$ cat src/core/ite_defines.svh
// Offsets, field positions and reset values of the transfer engine
`ifndef ITE_DEFINES_SVH
`define ITE_DEFINES_SVH
// Register offsets on the peripheral bus (byte addresses)
`define ITE_OFS_CTRL 8'h00
`define ITE_OFS_BASE 8'h04
`define ITE_OFS_STAT 8'h08
`define ITE_OFS_STOP 8'h0C
`define ITE_OFS_PEND 8'h10
// Control register bits
`define ITE_CTRL_MSTP 0
`define ITE_CTRL_RRS 1
`define ITE_CTRL_SAM 2
`define ITE_CTRL_RST 32'h0000_0000
`define ITE_BASE_RST 32'h0000_0000
// Transfer information record: four words per channel
`define ITE_INFO_STRIDE 32'h0000_0010
`define ITE_IW_MODE 2'h0
`define ITE_IW_SRC 2'h1
`define ITE_IW_DST 2'h2
`define ITE_IW_CNT 2'h3
// Fields of the mode word
`define ITE_F_MD 31:30
`define ITE_F_SZ 29:28
`define ITE_F_SM 27:26
`define ITE_F_DM 25:24
`define ITE_F_CHNE 23
`define ITE_F_CHNS 22
`define ITE_F_DISEL 21
`define ITE_F_DTS 20
// Transfer mode codes
`define ITE_MD_NORMAL 2'h0
`define ITE_MD_REPEAT 2'h1
`define ITE_MD_BLOCK 2'h2
// Fields of the count word
`define ITE_F_RELOAD 31:24
`define ITE_F_CTR 23:16
`define ITE_F_NCNT 31:16
`define ITE_F_BCNT 15:0
`endif

$ cat src/core/ite_pkg.sv
// Types shared by the transfer engine modules
package ite_pkg;
  // Sequencer states
  typedef enum logic [2:0] {
    ITE_S_IDLE,
    ITE_S_INFO,
    ITE_S_RD,
    ITE_S_WR,
    ITE_S_WB,
    ITE_S_END
  } ite_state_t;
endpackage

$ cat src/core/ite_engine.sv
// Interrupt-activated transfer engine with bus slave and master
//
// The address map and the Wishbone interface to the registers were left to the implementer.
`timescale 1ns/1ps
`include "ite_defines.svh"
module ite_engine
  import ite_pkg::*;
#(
  parameter int NCH = 32,
  parameter int CW = 5
) (
  input wire logic clock,
  input wire logic arst_n,
  input wire logic [NCH-1:0] act_req,
  input wire logic wb_cyc_i,
  input wire logic wb_stb_i,
  input wire logic wb_we_i,
  input wire logic [7:0] wb_adr_i,
  input wire logic [3:0] wb_sel_i,
  input wire logic [31:0] wb_dat_i,
  output logic wb_ack_o,
  output logic [31:0] wb_dat_o,
  output logic m_cyc_o,
  output logic m_stb_o,
  output logic m_we_o,
  output logic [31:0] m_adr_o,
  output logic [3:0] m_sel_o,
  output logic [31:0] m_dat_o,
  input wire logic [31:0] m_dat_i,
  input wire logic m_ack_i,
  output logic [NCH-1:0] irq_o,
  output logic elc_o,
  output logic [CW-1:0] elc_ch_o
);
  // Software-visible state
  logic [31:0] ctrl_r; // Module stop, read skip, short address
  logic [31:0] base_r; // Start of the information table
  logic [NCH-1:0] pend_r; // Accepted but not yet serviced
  logic [NCH-1:0] stop_r; // Exhausted normal-mode channels
  // Sequencer state
  ite_state_t st_r;
  logic [CW-1:0] ch_r; // Channel being serviced
  logic [31:0] info_r; // Address of the current record
  logic [1:0] iw_r; // Record word index
  logic [31:0] mode_r;
  logic [31:0] sar_r;
  logic [31:0] dar_r;
  logic [31:0] cnt_r;
  logic [31:0] dat_r; // Unit held between read and write
  logic done_r; // Programmed volume finished
  logic chained_r; // Current record came from a chain
  logic [CW-1:0] last_ch_r;
  logic last_ok_r; // Cached record is reusable

  // ---------------- Peripheral bus slave ----------------
  logic wb_req;
  logic wb_wr;
  logic [31:0] wmask;
  logic [31:0] rd_mux;
  logic [31:0] stat_w;
  logic [NCH-1:0] stop_w1c;
  assign wb_req = wb_cyc_i & wb_stb_i & ~wb_ack_o;
  assign wb_wr = wb_req & wb_we_i;
  assign wmask = {{8{wb_sel_i[3]}}, {8{wb_sel_i[2]}}, {8{wb_sel_i[1]}}, {8{wb_sel_i[0]}}};
  // Busy in bit 0, current channel from bit 7 upward, the rest reads zero
  assign stat_w = {20'h00000, CW'(ch_r), 7'(st_r != ITE_S_IDLE)};
  // Address decode; unmapped offsets read zero and are acked
  assign rd_mux = (wb_adr_i == `ITE_OFS_CTRL) ? ctrl_r :
                  (wb_adr_i == `ITE_OFS_BASE) ? base_r :
                  (wb_adr_i == `ITE_OFS_STAT) ? stat_w :
                  (wb_adr_i == `ITE_OFS_STOP) ? 32'(stop_r) :
                  (wb_adr_i == `ITE_OFS_PEND) ? 32'(pend_r) : 32'h0000_0000;
  // Write one to clear an exhausted channel
  assign stop_w1c = (wb_wr && wb_adr_i == `ITE_OFS_STOP) ? NCH'(wb_dat_i & wmask) : '0;

  // Single-cycle acknowledge, dropped the cycle after
  always_ff @(posedge clock or negedge arst_n) begin
    if (!arst_n) begin
      wb_ack_o <= 1'b0;
      wb_dat_o <= 32'h0000_0000;
      ctrl_r <= `ITE_CTRL_RST;
      base_r <= `ITE_BASE_RST;
    end else begin
      wb_ack_o <= wb_req;
      wb_dat_o <= wb_req ? rd_mux : 32'h0000_0000;
      if (wb_wr && wb_adr_i == `ITE_OFS_CTRL) begin
        ctrl_r <= ((ctrl_r & ~wmask) | (wb_dat_i & wmask)) & 32'h0000_0007;
      end
      if (wb_wr && wb_adr_i == `ITE_OFS_BASE) begin
        base_r <= ((base_r & ~wmask) | (wb_dat_i & wmask)) & 32'hFFFF_FFFC;
      end
    end
  end

  // ---------------- Channel selection ----------------
  logic pick_vld;
  logic [CW-1:0] pick_idx;
  logic take;
  logic [NCH-1:0] one_hot;
  logic [NCH-1:0] stop_set;
  // Lowest pending channel is serviced first
  ite_prio #(.N(NCH), .W(CW)) u_prio (
    .req(pend_r),
    .vld(pick_vld),
    .idx(pick_idx)
  );
  // Module stop freezes acceptance; pending requests are kept
  assign take = (st_r == ITE_S_IDLE) & pick_vld & ~ctrl_r[`ITE_CTRL_MSTP];
  assign one_hot = {{(NCH-1){1'b0}}, 1'b1} << pick_idx;

  // ---------------- Transfer arithmetic ----------------
  logic [1:0] md;
  logic [1:0] sz;
  logic [1:0] sm;
  logic [1:0] dm;
  logic [31:0] unit;
  logic [31:0] sar_s;
  logic [31:0] dar_s;
  logic [15:0] ncnt_n;
  logic [7:0] ctr_n;
  logic [15:0] bcnt_n;
  logic wrap;
  logic [8:0] rep_n;
  logic [31:0] span;
  logic [31:0] sar_n;
  logic [31:0] dar_n;
  logic [31:0] cnt_n;
  logic unit_end;
  logic total_end;
  logic chain;
  assign md = mode_r[`ITE_F_MD];
  assign sz = mode_r[`ITE_F_SZ];
  assign sm = mode_r[`ITE_F_SM];
  assign dm = mode_r[`ITE_F_DM];
  // Unit width 1, 2 or 4 bytes
  assign unit = (sz == 2'h0) ? 32'h1 : (sz == 2'h1) ? 32'h2 : 32'h4;
  // Bit 0 moves the address, bit 1 turns the step downward
  assign sar_s = !sm[0] ? sar_r : sm[1] ? sar_r - unit : sar_r + unit;
  assign dar_s = !dm[0] ? dar_r : dm[1] ? dar_r - unit : dar_r + unit;
  assign ncnt_n = cnt_r[`ITE_F_NCNT] - 16'h0001;
  assign ctr_n = cnt_r[`ITE_F_CTR] - 8'h01;
  assign bcnt_n = cnt_r[`ITE_F_BCNT] - 16'h0001;
  assign wrap = (ctr_n == 8'h00);
  // A reload of zero stands for 256 units
  assign rep_n = (cnt_r[`ITE_F_RELOAD] == 8'h00) ? 9'h100 : {1'b0, cnt_r[`ITE_F_RELOAD]};
  assign span = 32'(rep_n) << sz;
  // Repeat-side address returns to where the area started
  always_comb begin
    sar_n = sar_s;
    dar_n = dar_s;
    if (md != `ITE_MD_NORMAL && wrap) begin
      if (mode_r[`ITE_F_DTS]) begin
        sar_n = sm[1] ? sar_s + span : sar_s - span;
      end else begin
        dar_n = dm[1] ? dar_s + span : dar_s - span;
      end
    end
  end
  // Count update and end of activation per mode
  always_comb begin
    cnt_n = cnt_r;
    unit_end = 1'b1;
    total_end = 1'b0;
    if (md == `ITE_MD_REPEAT) begin
      cnt_n[`ITE_F_CTR] = wrap ? cnt_r[`ITE_F_RELOAD] : ctr_n;
    end else if (md == `ITE_MD_BLOCK) begin
      cnt_n[`ITE_F_CTR] = wrap ? cnt_r[`ITE_F_RELOAD] : ctr_n;
      cnt_n[`ITE_F_BCNT] = wrap ? bcnt_n : cnt_r[`ITE_F_BCNT];
      unit_end = wrap;
      total_end = wrap && (bcnt_n == 16'h0000);
    end else begin
      cnt_n[`ITE_F_NCNT] = ncnt_n;
      total_end = (ncnt_n == 16'h0000);
    end
  end
  // Chain on every record or only when the count ran out
  assign chain = mode_r[`ITE_F_CHNE] & (~mode_r[`ITE_F_CHNS] | done_r);
  // Exhausted normal channel stops being serviced unless its record chains
  assign stop_set = (st_r == ITE_S_END && !chain && md == `ITE_MD_NORMAL && done_r) ?
                    ({{(NCH-1){1'b0}}, 1'b1} << ch_r) : '0;

  // Hardware set wins over clear in the same cycle
  always_ff @(posedge clock or negedge arst_n) begin
    if (!arst_n) begin
      pend_r <= '0;
      stop_r <= '0;
    end else begin
      pend_r <= (pend_r & ~(take ? one_hot : '0)) | act_req;
      stop_r <= (stop_r & ~stop_w1c) | stop_set;
    end
  end

  // ---------------- Address forms and lanes ----------------
  logic [31:0] src_a;
  logic [31:0] dst_a;
  logic [31:0] rd_val;
  logic [31:0] wr_dat;
  logic [3:0] rd_sel;
  logic [3:0] wr_sel;
  logic [31:0] wb_val;
  logic wb_need;
  // Short mode sign-extends 24 bits to both ends of the map
  assign src_a = ctrl_r[`ITE_CTRL_SAM] ? {{8{sar_r[23]}}, sar_r[23:0]} : sar_r;
  assign dst_a = ctrl_r[`ITE_CTRL_SAM] ? {{8{dar_r[23]}}, dar_r[23:0]} : dar_r;
  ite_lane u_src (
    .sz(sz),
    .ofs(src_a[1:0]),
    .rdata(m_dat_i),
    .wval(32'h0000_0000),
    .rval(rd_val),
    .wdata(),
    .sel(rd_sel)
  );
  ite_lane u_dst (
    .sz(sz),
    .ofs(dst_a[1:0]),
    .rdata(32'h0000_0000),
    .wval(dat_r),
    .rval(),
    .wdata(wr_dat),
    .sel(wr_sel)
  );
  // Fixed addresses are not written back
  assign wb_need = (iw_r == `ITE_IW_SRC && sm[0]) || (iw_r == `ITE_IW_DST && dm[0]) ||
                   (iw_r == `ITE_IW_CNT);
  assign wb_val = (iw_r == `ITE_IW_SRC) ? sar_r : (iw_r == `ITE_IW_DST) ? dar_r : cnt_r;

  // ---------------- Sequencer and bus master ----------------
  // Each access holds cyc until ack, then idles one cycle
  always_ff @(posedge clock or negedge arst_n) begin
    if (!arst_n) begin
      st_r <= ITE_S_IDLE;
      ch_r <= '0;
      info_r <= 32'h0000_0000;
      iw_r <= 2'h0;
      mode_r <= 32'h0000_0000;
      sar_r <= 32'h0000_0000;
      dar_r <= 32'h0000_0000;
      cnt_r <= 32'h0000_0000;
      dat_r <= 32'h0000_0000;
      done_r <= 1'b0;
      chained_r <= 1'b0;
      last_ch_r <= '0;
      last_ok_r <= 1'b0;
      m_cyc_o <= 1'b0;
      m_stb_o <= 1'b0;
      m_we_o <= 1'b0;
      m_adr_o <= 32'h0000_0000;
      m_sel_o <= 4'h0;
      m_dat_o <= 32'h0000_0000;
      irq_o <= '0;
      elc_o <= 1'b0;
      elc_ch_o <= '0;
    end else begin
      irq_o <= '0;
      elc_o <= 1'b0;
      // Table moves between activations make the cached record stale
      if (wb_wr && wb_adr_i == `ITE_OFS_BASE) begin
        last_ok_r <= 1'b0;
      end
      case (st_r)
        ITE_S_IDLE: begin
          if (take && stop_r[pick_idx]) begin
            irq_o <= one_hot;
          end else if (take) begin
            ch_r <= pick_idx;
            info_r <= base_r + ({{(32-CW){1'b0}}, pick_idx} << 4);
            chained_r <= 1'b0;
            done_r <= 1'b0;
            iw_r <= `ITE_IW_MODE;
            // Same channel again: reuse the held record
            if (ctrl_r[`ITE_CTRL_RRS] && last_ok_r && last_ch_r == pick_idx) begin
              st_r <= ITE_S_RD;
            end else begin
              st_r <= ITE_S_INFO;
            end
          end
        end
        ITE_S_INFO: begin
          if (!m_cyc_o) begin
            m_cyc_o <= 1'b1;
            m_stb_o <= 1'b1;
            m_we_o <= 1'b0;
            m_adr_o <= info_r + {28'h0000000, iw_r, 2'b00};
            m_sel_o <= 4'hF;
          end else if (m_ack_i) begin
            m_cyc_o <= 1'b0;
            m_stb_o <= 1'b0;
            if (iw_r == `ITE_IW_MODE) mode_r <= m_dat_i;
            if (iw_r == `ITE_IW_SRC) sar_r <= m_dat_i;
            if (iw_r == `ITE_IW_DST) dar_r <= m_dat_i;
            if (iw_r == `ITE_IW_CNT) begin
              cnt_r <= m_dat_i;
              st_r <= ITE_S_RD;
            end
            iw_r <= iw_r + 2'h1;
          end
        end
        ITE_S_RD: begin
          if (!m_cyc_o) begin
            m_cyc_o <= 1'b1;
            m_stb_o <= 1'b1;
            m_we_o <= 1'b0;
            m_adr_o <= {src_a[31:2], 2'b00};
            m_sel_o <= rd_sel;
          end else if (m_ack_i) begin
            m_cyc_o <= 1'b0;
            m_stb_o <= 1'b0;
            dat_r <= rd_val;
            st_r <= ITE_S_WR;
          end
        end
        ITE_S_WR: begin
          if (!m_cyc_o) begin
            m_cyc_o <= 1'b1;
            m_stb_o <= 1'b1;
            m_we_o <= 1'b1;
            m_adr_o <= {dst_a[31:2], 2'b00};
            m_sel_o <= wr_sel;
            m_dat_o <= wr_dat;
          end else if (m_ack_i) begin
            m_cyc_o <= 1'b0;
            m_stb_o <= 1'b0;
            m_we_o <= 1'b0;
            sar_r <= sar_n;
            dar_r <= dar_n;
            cnt_r <= cnt_n;
            // Event per unit, or per whole block
            elc_o <= unit_end;
            elc_ch_o <= ch_r;
            if (unit_end) begin
              done_r <= total_end;
              iw_r <= `ITE_IW_SRC;
              st_r <= ITE_S_WB;
            end else begin
              st_r <= ITE_S_RD;
            end
          end
        end
        ITE_S_WB: begin
          if (!wb_need) begin
            iw_r <= iw_r + 2'h1;
          end else if (!m_cyc_o) begin
            m_cyc_o <= 1'b1;
            m_stb_o <= 1'b1;
            m_we_o <= 1'b1;
            m_adr_o <= info_r + {28'h0000000, iw_r, 2'b00};
            m_sel_o <= 4'hF;
            m_dat_o <= wb_val;
          end else if (m_ack_i) begin
            m_cyc_o <= 1'b0;
            m_stb_o <= 1'b0;
            m_we_o <= 1'b0;
            iw_r <= iw_r + 2'h1;
            if (iw_r == `ITE_IW_CNT) st_r <= ITE_S_END;
          end
        end
        ITE_S_END: begin
          // Per-transfer or end-of-volume CPU interrupt
          if (mode_r[`ITE_F_DISEL] || done_r) begin
            irq_o <= {{(NCH-1){1'b0}}, 1'b1} << ch_r;
          end
          if (chain) begin
            info_r <= info_r + `ITE_INFO_STRIDE;
            iw_r <= `ITE_IW_MODE;
            chained_r <= 1'b1;
            done_r <= 1'b0;
            st_r <= ITE_S_INFO;
          end else begin
            last_ch_r <= ch_r;
            last_ok_r <= ~chained_r;
            st_r <= ITE_S_IDLE;
          end
        end
        default: st_r <= ITE_S_IDLE;
      endcase
    end
  end
endmodule // ite_engine

$ cat src/core/ite_prio.sv
// Fixed-priority picker: lowest pending channel wins
`timescale 1ns/1ps
module ite_prio
  import ite_pkg::*;
#(
  parameter int N = 32,
  parameter int W = 5
) (
  input wire logic [N-1:0] req,
  output logic vld,
  output logic [W-1:0] idx
);
  // Chain from the top so that the lowest index overrides
  logic [W-1:0] pick [N:0];
  assign pick[N] = '0;
  genvar i;
  generate
    for (i = N - 1; i >= 0; i--) begin : g_pick
      assign pick[i] = req[i] ? W'(i) : pick[i+1];
    end
  endgenerate
  assign idx = pick[0];
  assign vld = |req;
endmodule // ite_prio

$ cat src/core/ite_lane.sv
// Byte-lane steering for byte, word and longword units
`timescale 1ns/1ps
module ite_lane
  import ite_pkg::*;
(
  input wire logic [1:0] sz,
  input wire logic [1:0] ofs,
  input wire logic [31:0] rdata,
  input wire logic [31:0] wval,
  output logic [31:0] rval,
  output logic [31:0] wdata,
  output logic [3:0] sel
);
  // Little-endian lane shift from the low address bits
  logic [4:0] sh;
  logic [31:0] rsh;
  logic [3:0] mask;
  assign sh = {ofs, 3'b000};
  assign rsh = rdata >> sh;
  // Unit width mask before alignment
  assign mask = (sz == 2'h0) ? 4'h1 : (sz == 2'h1) ? 4'h3 : 4'hF;
  assign sel = mask << ofs;
  // Read value is right-aligned and zero-filled
  assign rval = (sz == 2'h0) ? {24'h000000, rsh[7:0]} :
                (sz == 2'h1) ? {16'h0000, rsh[15:0]} : rsh;
  assign wdata = wval << sh;
endmodule // ite_lane

$ cat config.mk
export PLATFORM = sky130hd
export DESIGN_NAME = ite_engine
export DESIGN_NICKNAME = d
export VERILOG_FILES = /design/src/core/ite_pkg.sv /design/src/core/ite_engine.sv /design/src/core/ite_prio.sv /design/src/core/ite_lane.sv
export VERILOG_INCLUDE_DIRS = /design/src /design/src/core
export SDC_FILE = /design/constraint.sdc
export NUM_CORES = 2
export LEC_CHECK = 0
export BUFFER_PORTS_ARGS = -buffer_cell sky130_fd_sc_hd__buf_2
export CORE_UTILIZATION = 45
export CTS_CLUSTER_DIAMETER = 30
export DETAILED_ROUTE_END_ITERATION = 12
export PLACE_DENSITY = 0.6
export SYNTH_ARGS = -nofsm -noshare
export SYNTH_HDL_FRONTEND = slang
export SYNTH_HIERARCHICAL = 1
export SYNTH_SLANG_ARGS = --single-unit
$ cat constraint.sdc
create_clock -name clock -period 10.2 [get_ports clock]
set_clock_uncertainty 0.2 [all_clocks]
set_input_delay 0.51 -clock clock [delete_from_list [all_inputs] [get_ports clock]]
set_output_delay 0.51 -clock clock [all_outputs]
set_load 0.01 [all_outputs]
* Word-level counts from Yosys, hierarchy flattened *
Index checks and enable logic that the tools add are counted.

storage, ports and cells
  output and inout port bits = 142
  logic and storage cells = 346
  bits of input ports = 114
  bits in registers = 449

cells by class
  order comparisons = 1
  bitwise operators = 25
  reduce and logical (&&, ||, !) cells = 57
  equality and inequality tests = 41
  shifts and indexed selects = 7
  mux-type cells = 170
  $add $sub $neg = 15

operator list
  operator                 count
  $mux W32                 52
  $pmux W32 S2             6
  $mux W5                  32
  $and A32 B32 Y32         4
  $pmux W32 S4             1
  $not A32 Y32             3
  $or A32 B32 Y32          3
  $add A32 B3 Y32          2
  $add A32 B32 Y32         2
  $shl A1 B5 Y32 const A   2
  $sub A32 B3 Y32          2
  $sub A32 B32 Y32         2
  $ne A2 B2 Y1 const B     25
  $mux W16                 3
  $mux W3                  16
  $mux W8                  5
  $add A32 B4 Y32          1
  $add A32 B5 Y32 const B  1
  $add A32 B9 Y32          1
  $logic_not A16 Y1        2
  $reduce_or A32 Y1        1
  $shl A32 B5 Y32          1
  $shl A9 B2 Y32           1
  $shr A32 B5 Y32          1
  other kinds (49)         147

* Longest topological paths before layout *
  word-level depth = 38
  mapped depth = 28
  gate-level depth less buffers = 26

* Hierarchy *
Netlist, hierarchy kept.

by module, submodules not included
  module      seq. area each (µm²)  area each (µm²)  cells each  times used
  ite_engine  10,635.2              29,965.0         3,579       1
  ite_lane    0.0                   1,199.9          183         2
  ite_prio    0.0                   385.4            65          1

* Worst setup path after synthesis *
Ideal clock, no wire load.

  path type = reg-to-reg
  start point = register mode_r[29]
  end point = register dar_r[31]
  stages on the path, launching flop included = 26
  clock period less this slack = 6.413 ns
  required time = 9.881 ns
  setup time = 0.119 ns
  data arrival time = 6.093 ns
  buffers on the path = 3
  setup slack = 3.787 ns
  path through = dfrtp_1 clkbuf_1 clkbuf_1 buf_1 nor2_1 ha_1 nor2b_1 o21a_1 a311o_1 a31oi_1 o21bai_1 a211oi_1 o21bai_1 xor2_1 mux2_2 ha_1 a21oi_1 o21ai_0 a221o_1 a221o_1 a31o_2 xnor2_1 nand2_1 xnor2_1 o21ai_0 a21bo_2

between the ends
  word-level cells in the longest chain between the ends = 13
  elaborated cells on any way between the ends = 17
  classes of those cells = 4 x add/sub; 1 x eq/ne; 1 x shift; 10 x mux; 1 x reduce/logical

ends and longest elaborated chain
  what                                                         line               RTL
  start, declared                                              ite_engine.sv:45   logic [31:0] mode_r;
  start signal, assigned                                       ite_engine.sv:289  if (iw_r == `ITE_IW_MODE) mode_r <= m_dat_i;
  $eq A2 B1 Y1                                                 ite_engine.sv:136  assign unit = (sz == 2'h0) ? 32'h1 : (sz == 2'h1) ? 32'h2 : 32'h4;
  $mux W3 (2 in series)                                        ite_engine.sv:136
  $add A32 B3 Y32 / $sub A32 B3 Y32 (equally long branches)    ite_engine.sv:139  assign dar_s = !dm[0] ? dar_r : dm[1] ? dar_r - unit : dar_r + unit;
  $mux W32 (2 in series)                                       ite_engine.sv:139
  $sub A32 B32 Y32 / $add A32 B32 Y32 (equally long branches)  ite_engine.sv:155  dar_n = dm[1] ? dar_s + span : dar_s - span;
  $mux W32                                                     ite_engine.sv:155
  $mux W32                                                     ite_engine.sv:152  if (mode_r[`ITE_F_DTS]) begin
  $mux W32 (*)                                                 ite_engine.sv:151  if (md != `ITE_MD_NORMAL && wrap) begin
  $mux W32 (*)                                                 ite_engine.sv:321  end else if (m_ack_i) begin
  $mux W32 (*)                                                 ite_engine.sv:314  if (!m_cyc_o) begin
  $pmux W32 S2 (*)                                             ite_engine.sv:261  case (st_r)
  end signal, assigned                                         ite_engine.sv:291  if (iw_r == `ITE_IW_DST) dar_r <= m_dat_i;
  end signal, assigned                                         ite_engine.sv:326  dar_r <= dar_n;
  end, declared                                                ite_engine.sv:47   logic [31:0] dar_r;

Every way passes the cells marked *; elsewhere a longest branch is shown, timed or not. The select of a mux whose other input is x is not followed.
A chain may end at the register's enable or synchronous reset.

* Worst setup path after layout *
  start point = register mode_r[28]
  end point = register dar_r[31]

Same word-level chain as after synthesis.

==> Flow_metrics.wiki <==
{| class="wikitable"
! Metric !! Value
|-
| Most frequent cells in the layout || sky130_fd_sc_hd__nand2_1, sky130_fd_sc_hd__dfrtp_1, sky130_fd_sc_hd__nor2_1, sky130_fd_sc_hd__a21oi_1, sky130_fd_sc_hd__o21ai_0
|-
| Number of clock buffers inserted by TritonCTS || 111
|-
| Num rows || 97
|-
| Largest vdd supply drop || 235 uV
|-
| Hold violation count in the final report || 0
|-
| Top-Level Pins || 256
|-
| Vias in the first global route || 28983
|-
| Router iterations before antenna repair || 10
|-
| Fin crit share || 0.698
|-
| Filler cells || 6547
|-
| Post-DR wirelength/cell || 24.3 um
|-
| Tightest slew margin relative to the limit || 0.240
|-
| Lkg Pwr || 16.9 nW
|-
| Count of maximum capacitance violations || 0
|-
| Utilization after layout || 0.548
|-
| H-tree Lvls || 3
|-
| Placement-stage cell area || 0.0335 mm^2
|-
| # hold bufs at CTS || 72
|-
| Die width || 268 um
|-
| Count of non-filler cells in the finished layout || 5116
|-
| Avg Cell Area, Syn || 8.23 um^2
|-
| Layout cells sized above 1 || 0.169
|-
| Critical path required time || 10510 ps
|-
| Critical Path Max Stage Delay || 860 ps
|-
| Crit path kind || reg2reg
|-
| Result of the run || complete, no violations
|-
| Bufs and invs on worst path || 2
|-
| Top routing layer in use || met5
|-
| Wire length of the first global-routing pass || 184000 um
|-
| Detail Route met2 WL || 52700 um
|-
| Met1 Wirelength || 53800 um
|-
| Area of the multi-input gates || 0.0198 mm^2
|-
| Actual slew at the worst max-slew pin || 1140 ps
|-
| Unrepaired setup endpoints after global routing || no
|-
| Vertical die dimension || 268 um
|-
| Sum of met3 wire segment lengths after detailed routing || 12400 um
|-
| Post-Syn Instances || 3854
|-
| FMAX || 141 MHz
|-
| Clock edge transition at the registers on the reported setup and hold paths || 40 ps
|-
| Sum of net half-perimeters after detailed placement || 90900 um
|-
| Worst hold slack after final layout || 38.6 ps
|-
| Setup slack at placement || 3260 ps
|-
| Core footprint || 0.0699 mm^2
|-
| Number of DRC violations after detailed routing || 0
|-
| Post-route worst setup slack || 3080 ps
|-
| Syn. warnings || 6
|-
| Initial antenna violation count || 2
|-
| Total power density per cell area || 433 mW/mm^2
|-
| Total of buffers placed on input and output ports || 253
|-
| Effective utilization at floorplan || 0.454
|-
| DR iter-0 viols || 3798
|-
| Register area || 0.0106 mm^2
|-
| Most common cell after layout, fill and taps aside || sky130_fd_sc_hd__nand2_1
|-
| Nets || 4338
|-
| Die Outline Area || 0.0716 mm^2
|-
| Global-route usage over all layers || 0.341
|-
| Slowest cell on crit path || sky130_fd_sc_hd__dfrtp_1
|-
| Overall power || 16.6 mW
|-
| Startpoint kind of the worst setup timing path || register
|-
| Post-cts gate resize count || 0
|-
| Arrival time of the worst setup path || 7420 ps
|-
| Area of all placed cells without fillers || 0.0383 mm^2
|-
| Final min period || 7120 ps
|-
| Slew Viols, Final || 0
|-
| Largest net degree at the start of global routing || 137
|-
| Post-CTS setup buffers || 0
|-
| Aggregate global routing overflow || 0
|-
| CP Capture Type || register
|-
| Clock tree buffer depth || 3
|-
| Clock tree from TritonCTS || done
|-
| Gate family responsible for the most delay along the worst path || compound AO/OA/AOI/OAI gates
|-
| Class of the worst hold path || in2reg
|-
| Setup_tns || 0 ps
|-
| Crit-path max FO || 28
|-
| Clock sink total || 425
|-
| DR vias/cell || 6.13
|-
| WL final || 124000 um
|-
| Worst-path cell chain || inv_1, a21o_1, inv_1, fa_1, nor2b_1, o21a_1, a311o_1, a31oi_1, o21bai_1, a211oi_1, o21bai_1, xor2_1, mux2_2, ha_1, a21oi_1, o21ai_0, a221o_1, a221o_1, a31o_2, xnor2_1, nand2_1, xnor2_1, o21ai_0, a21bo_2
|-
| Clk Latency, worst-skew pair || 670 ps
|-
| Routed Antenna Nets || 0
|-
| Final setup violating endpoints || 0
|-
| Post-Synthesis Cell Area || 0.0317 mm^2
|-
| Via count of the routed design || 31370
|-
| Layout Area Growth over Synthesis || 20.8%
|-
| # placed instances || 4831
|-
| CTS Root Buffer Type || sky130_fd_sc_hd__clkbuf_16
|-
| Final Wtd Congestion || 0.990
|}
==> layout make-up <==
class                      instances  area share
multi-input combinational       3096       0.516
tap                              940      0.0307
inverter                          70     0.00686
clock buffer                     146      0.0828
sequential                       425       0.278
timing repair buffer             372      0.0616
clock inverter                    66      0.0246
antenna                            1   0.0000653
==> final timing paths <==
check | from | to | slack, ps | depth (start not counted)
min | m_ack_i | m_we_o$_DFFE_PN0P_ | 40 | 3
min in group asynchronous | arst_n | m_dat_o[11]$_DFFE_PN0P_ | 310 | 2
min reg2reg | m_adr_o[13]$_DFFE_PN0P_ | m_adr_o[13]$_DFFE_PN0P_ | 270 | 2
max reg2reg | mode_r[28]$_DFFE_PN0P_ | dar_r[31]$_DFFE_PN0P_ | 3080 | 24
max | mode_r[28]$_DFFE_PN0P_ | dar_r[31]$_DFFE_PN0P_ | 3080 | 24
max in group asynchronous | arst_n | dar_r[29]$_DFFE_PN0P_ | 7240 | 4
==> worst register-to-register path, stage by stage (launching register included) <==
cell	delay, ps
sky130_fd_sc_hd__dfrtp_1	860
sky130_fd_sc_hd__inv_1	320
sky130_fd_sc_hd__a21o_1	260
sky130_fd_sc_hd__inv_1	80
sky130_fd_sc_hd__fa_1	210
sky130_fd_sc_hd__nor2b_1	60
sky130_fd_sc_hd__o21a_1	190
sky130_fd_sc_hd__a311o_1	420
sky130_fd_sc_hd__a31oi_1	350
sky130_fd_sc_hd__o21bai_1	230
sky130_fd_sc_hd__a211oi_1	540
sky130_fd_sc_hd__o21bai_1	170
sky130_fd_sc_hd__xor2_1	160
sky130_fd_sc_hd__mux2_2	280
sky130_fd_sc_hd__ha_1	360
sky130_fd_sc_hd__a21oi_1	290
sky130_fd_sc_hd__o21ai_0	200
sky130_fd_sc_hd__a221o_1	380
sky130_fd_sc_hd__a221o_1	340
sky130_fd_sc_hd__a31o_2	220
sky130_fd_sc_hd__xnor2_1	130
sky130_fd_sc_hd__nand2_1	90
sky130_fd_sc_hd__xnor2_1	240
sky130_fd_sc_hd__o21ai_0	110
sky130_fd_sc_hd__a21bo_2	270
==> power by group <==
group / internal [mW] / switching, mW / total (mW)
logic: 3.91 / 6.02 / 9.94
registers: 2.14 / 0.744 / 2.88
clock network: 2.60 / 1.18 / 3.78
==> routing by layer <==
metal / global-route usage / vias up
met5: 0 / -
met4: 0.152 / 2
met3: 0.0634 / 261
met2: 0.498 / 1603
met1: 0.486 / 15099
li1: - / 14405
Note: power is estimated with default switching activity, not from simulation.
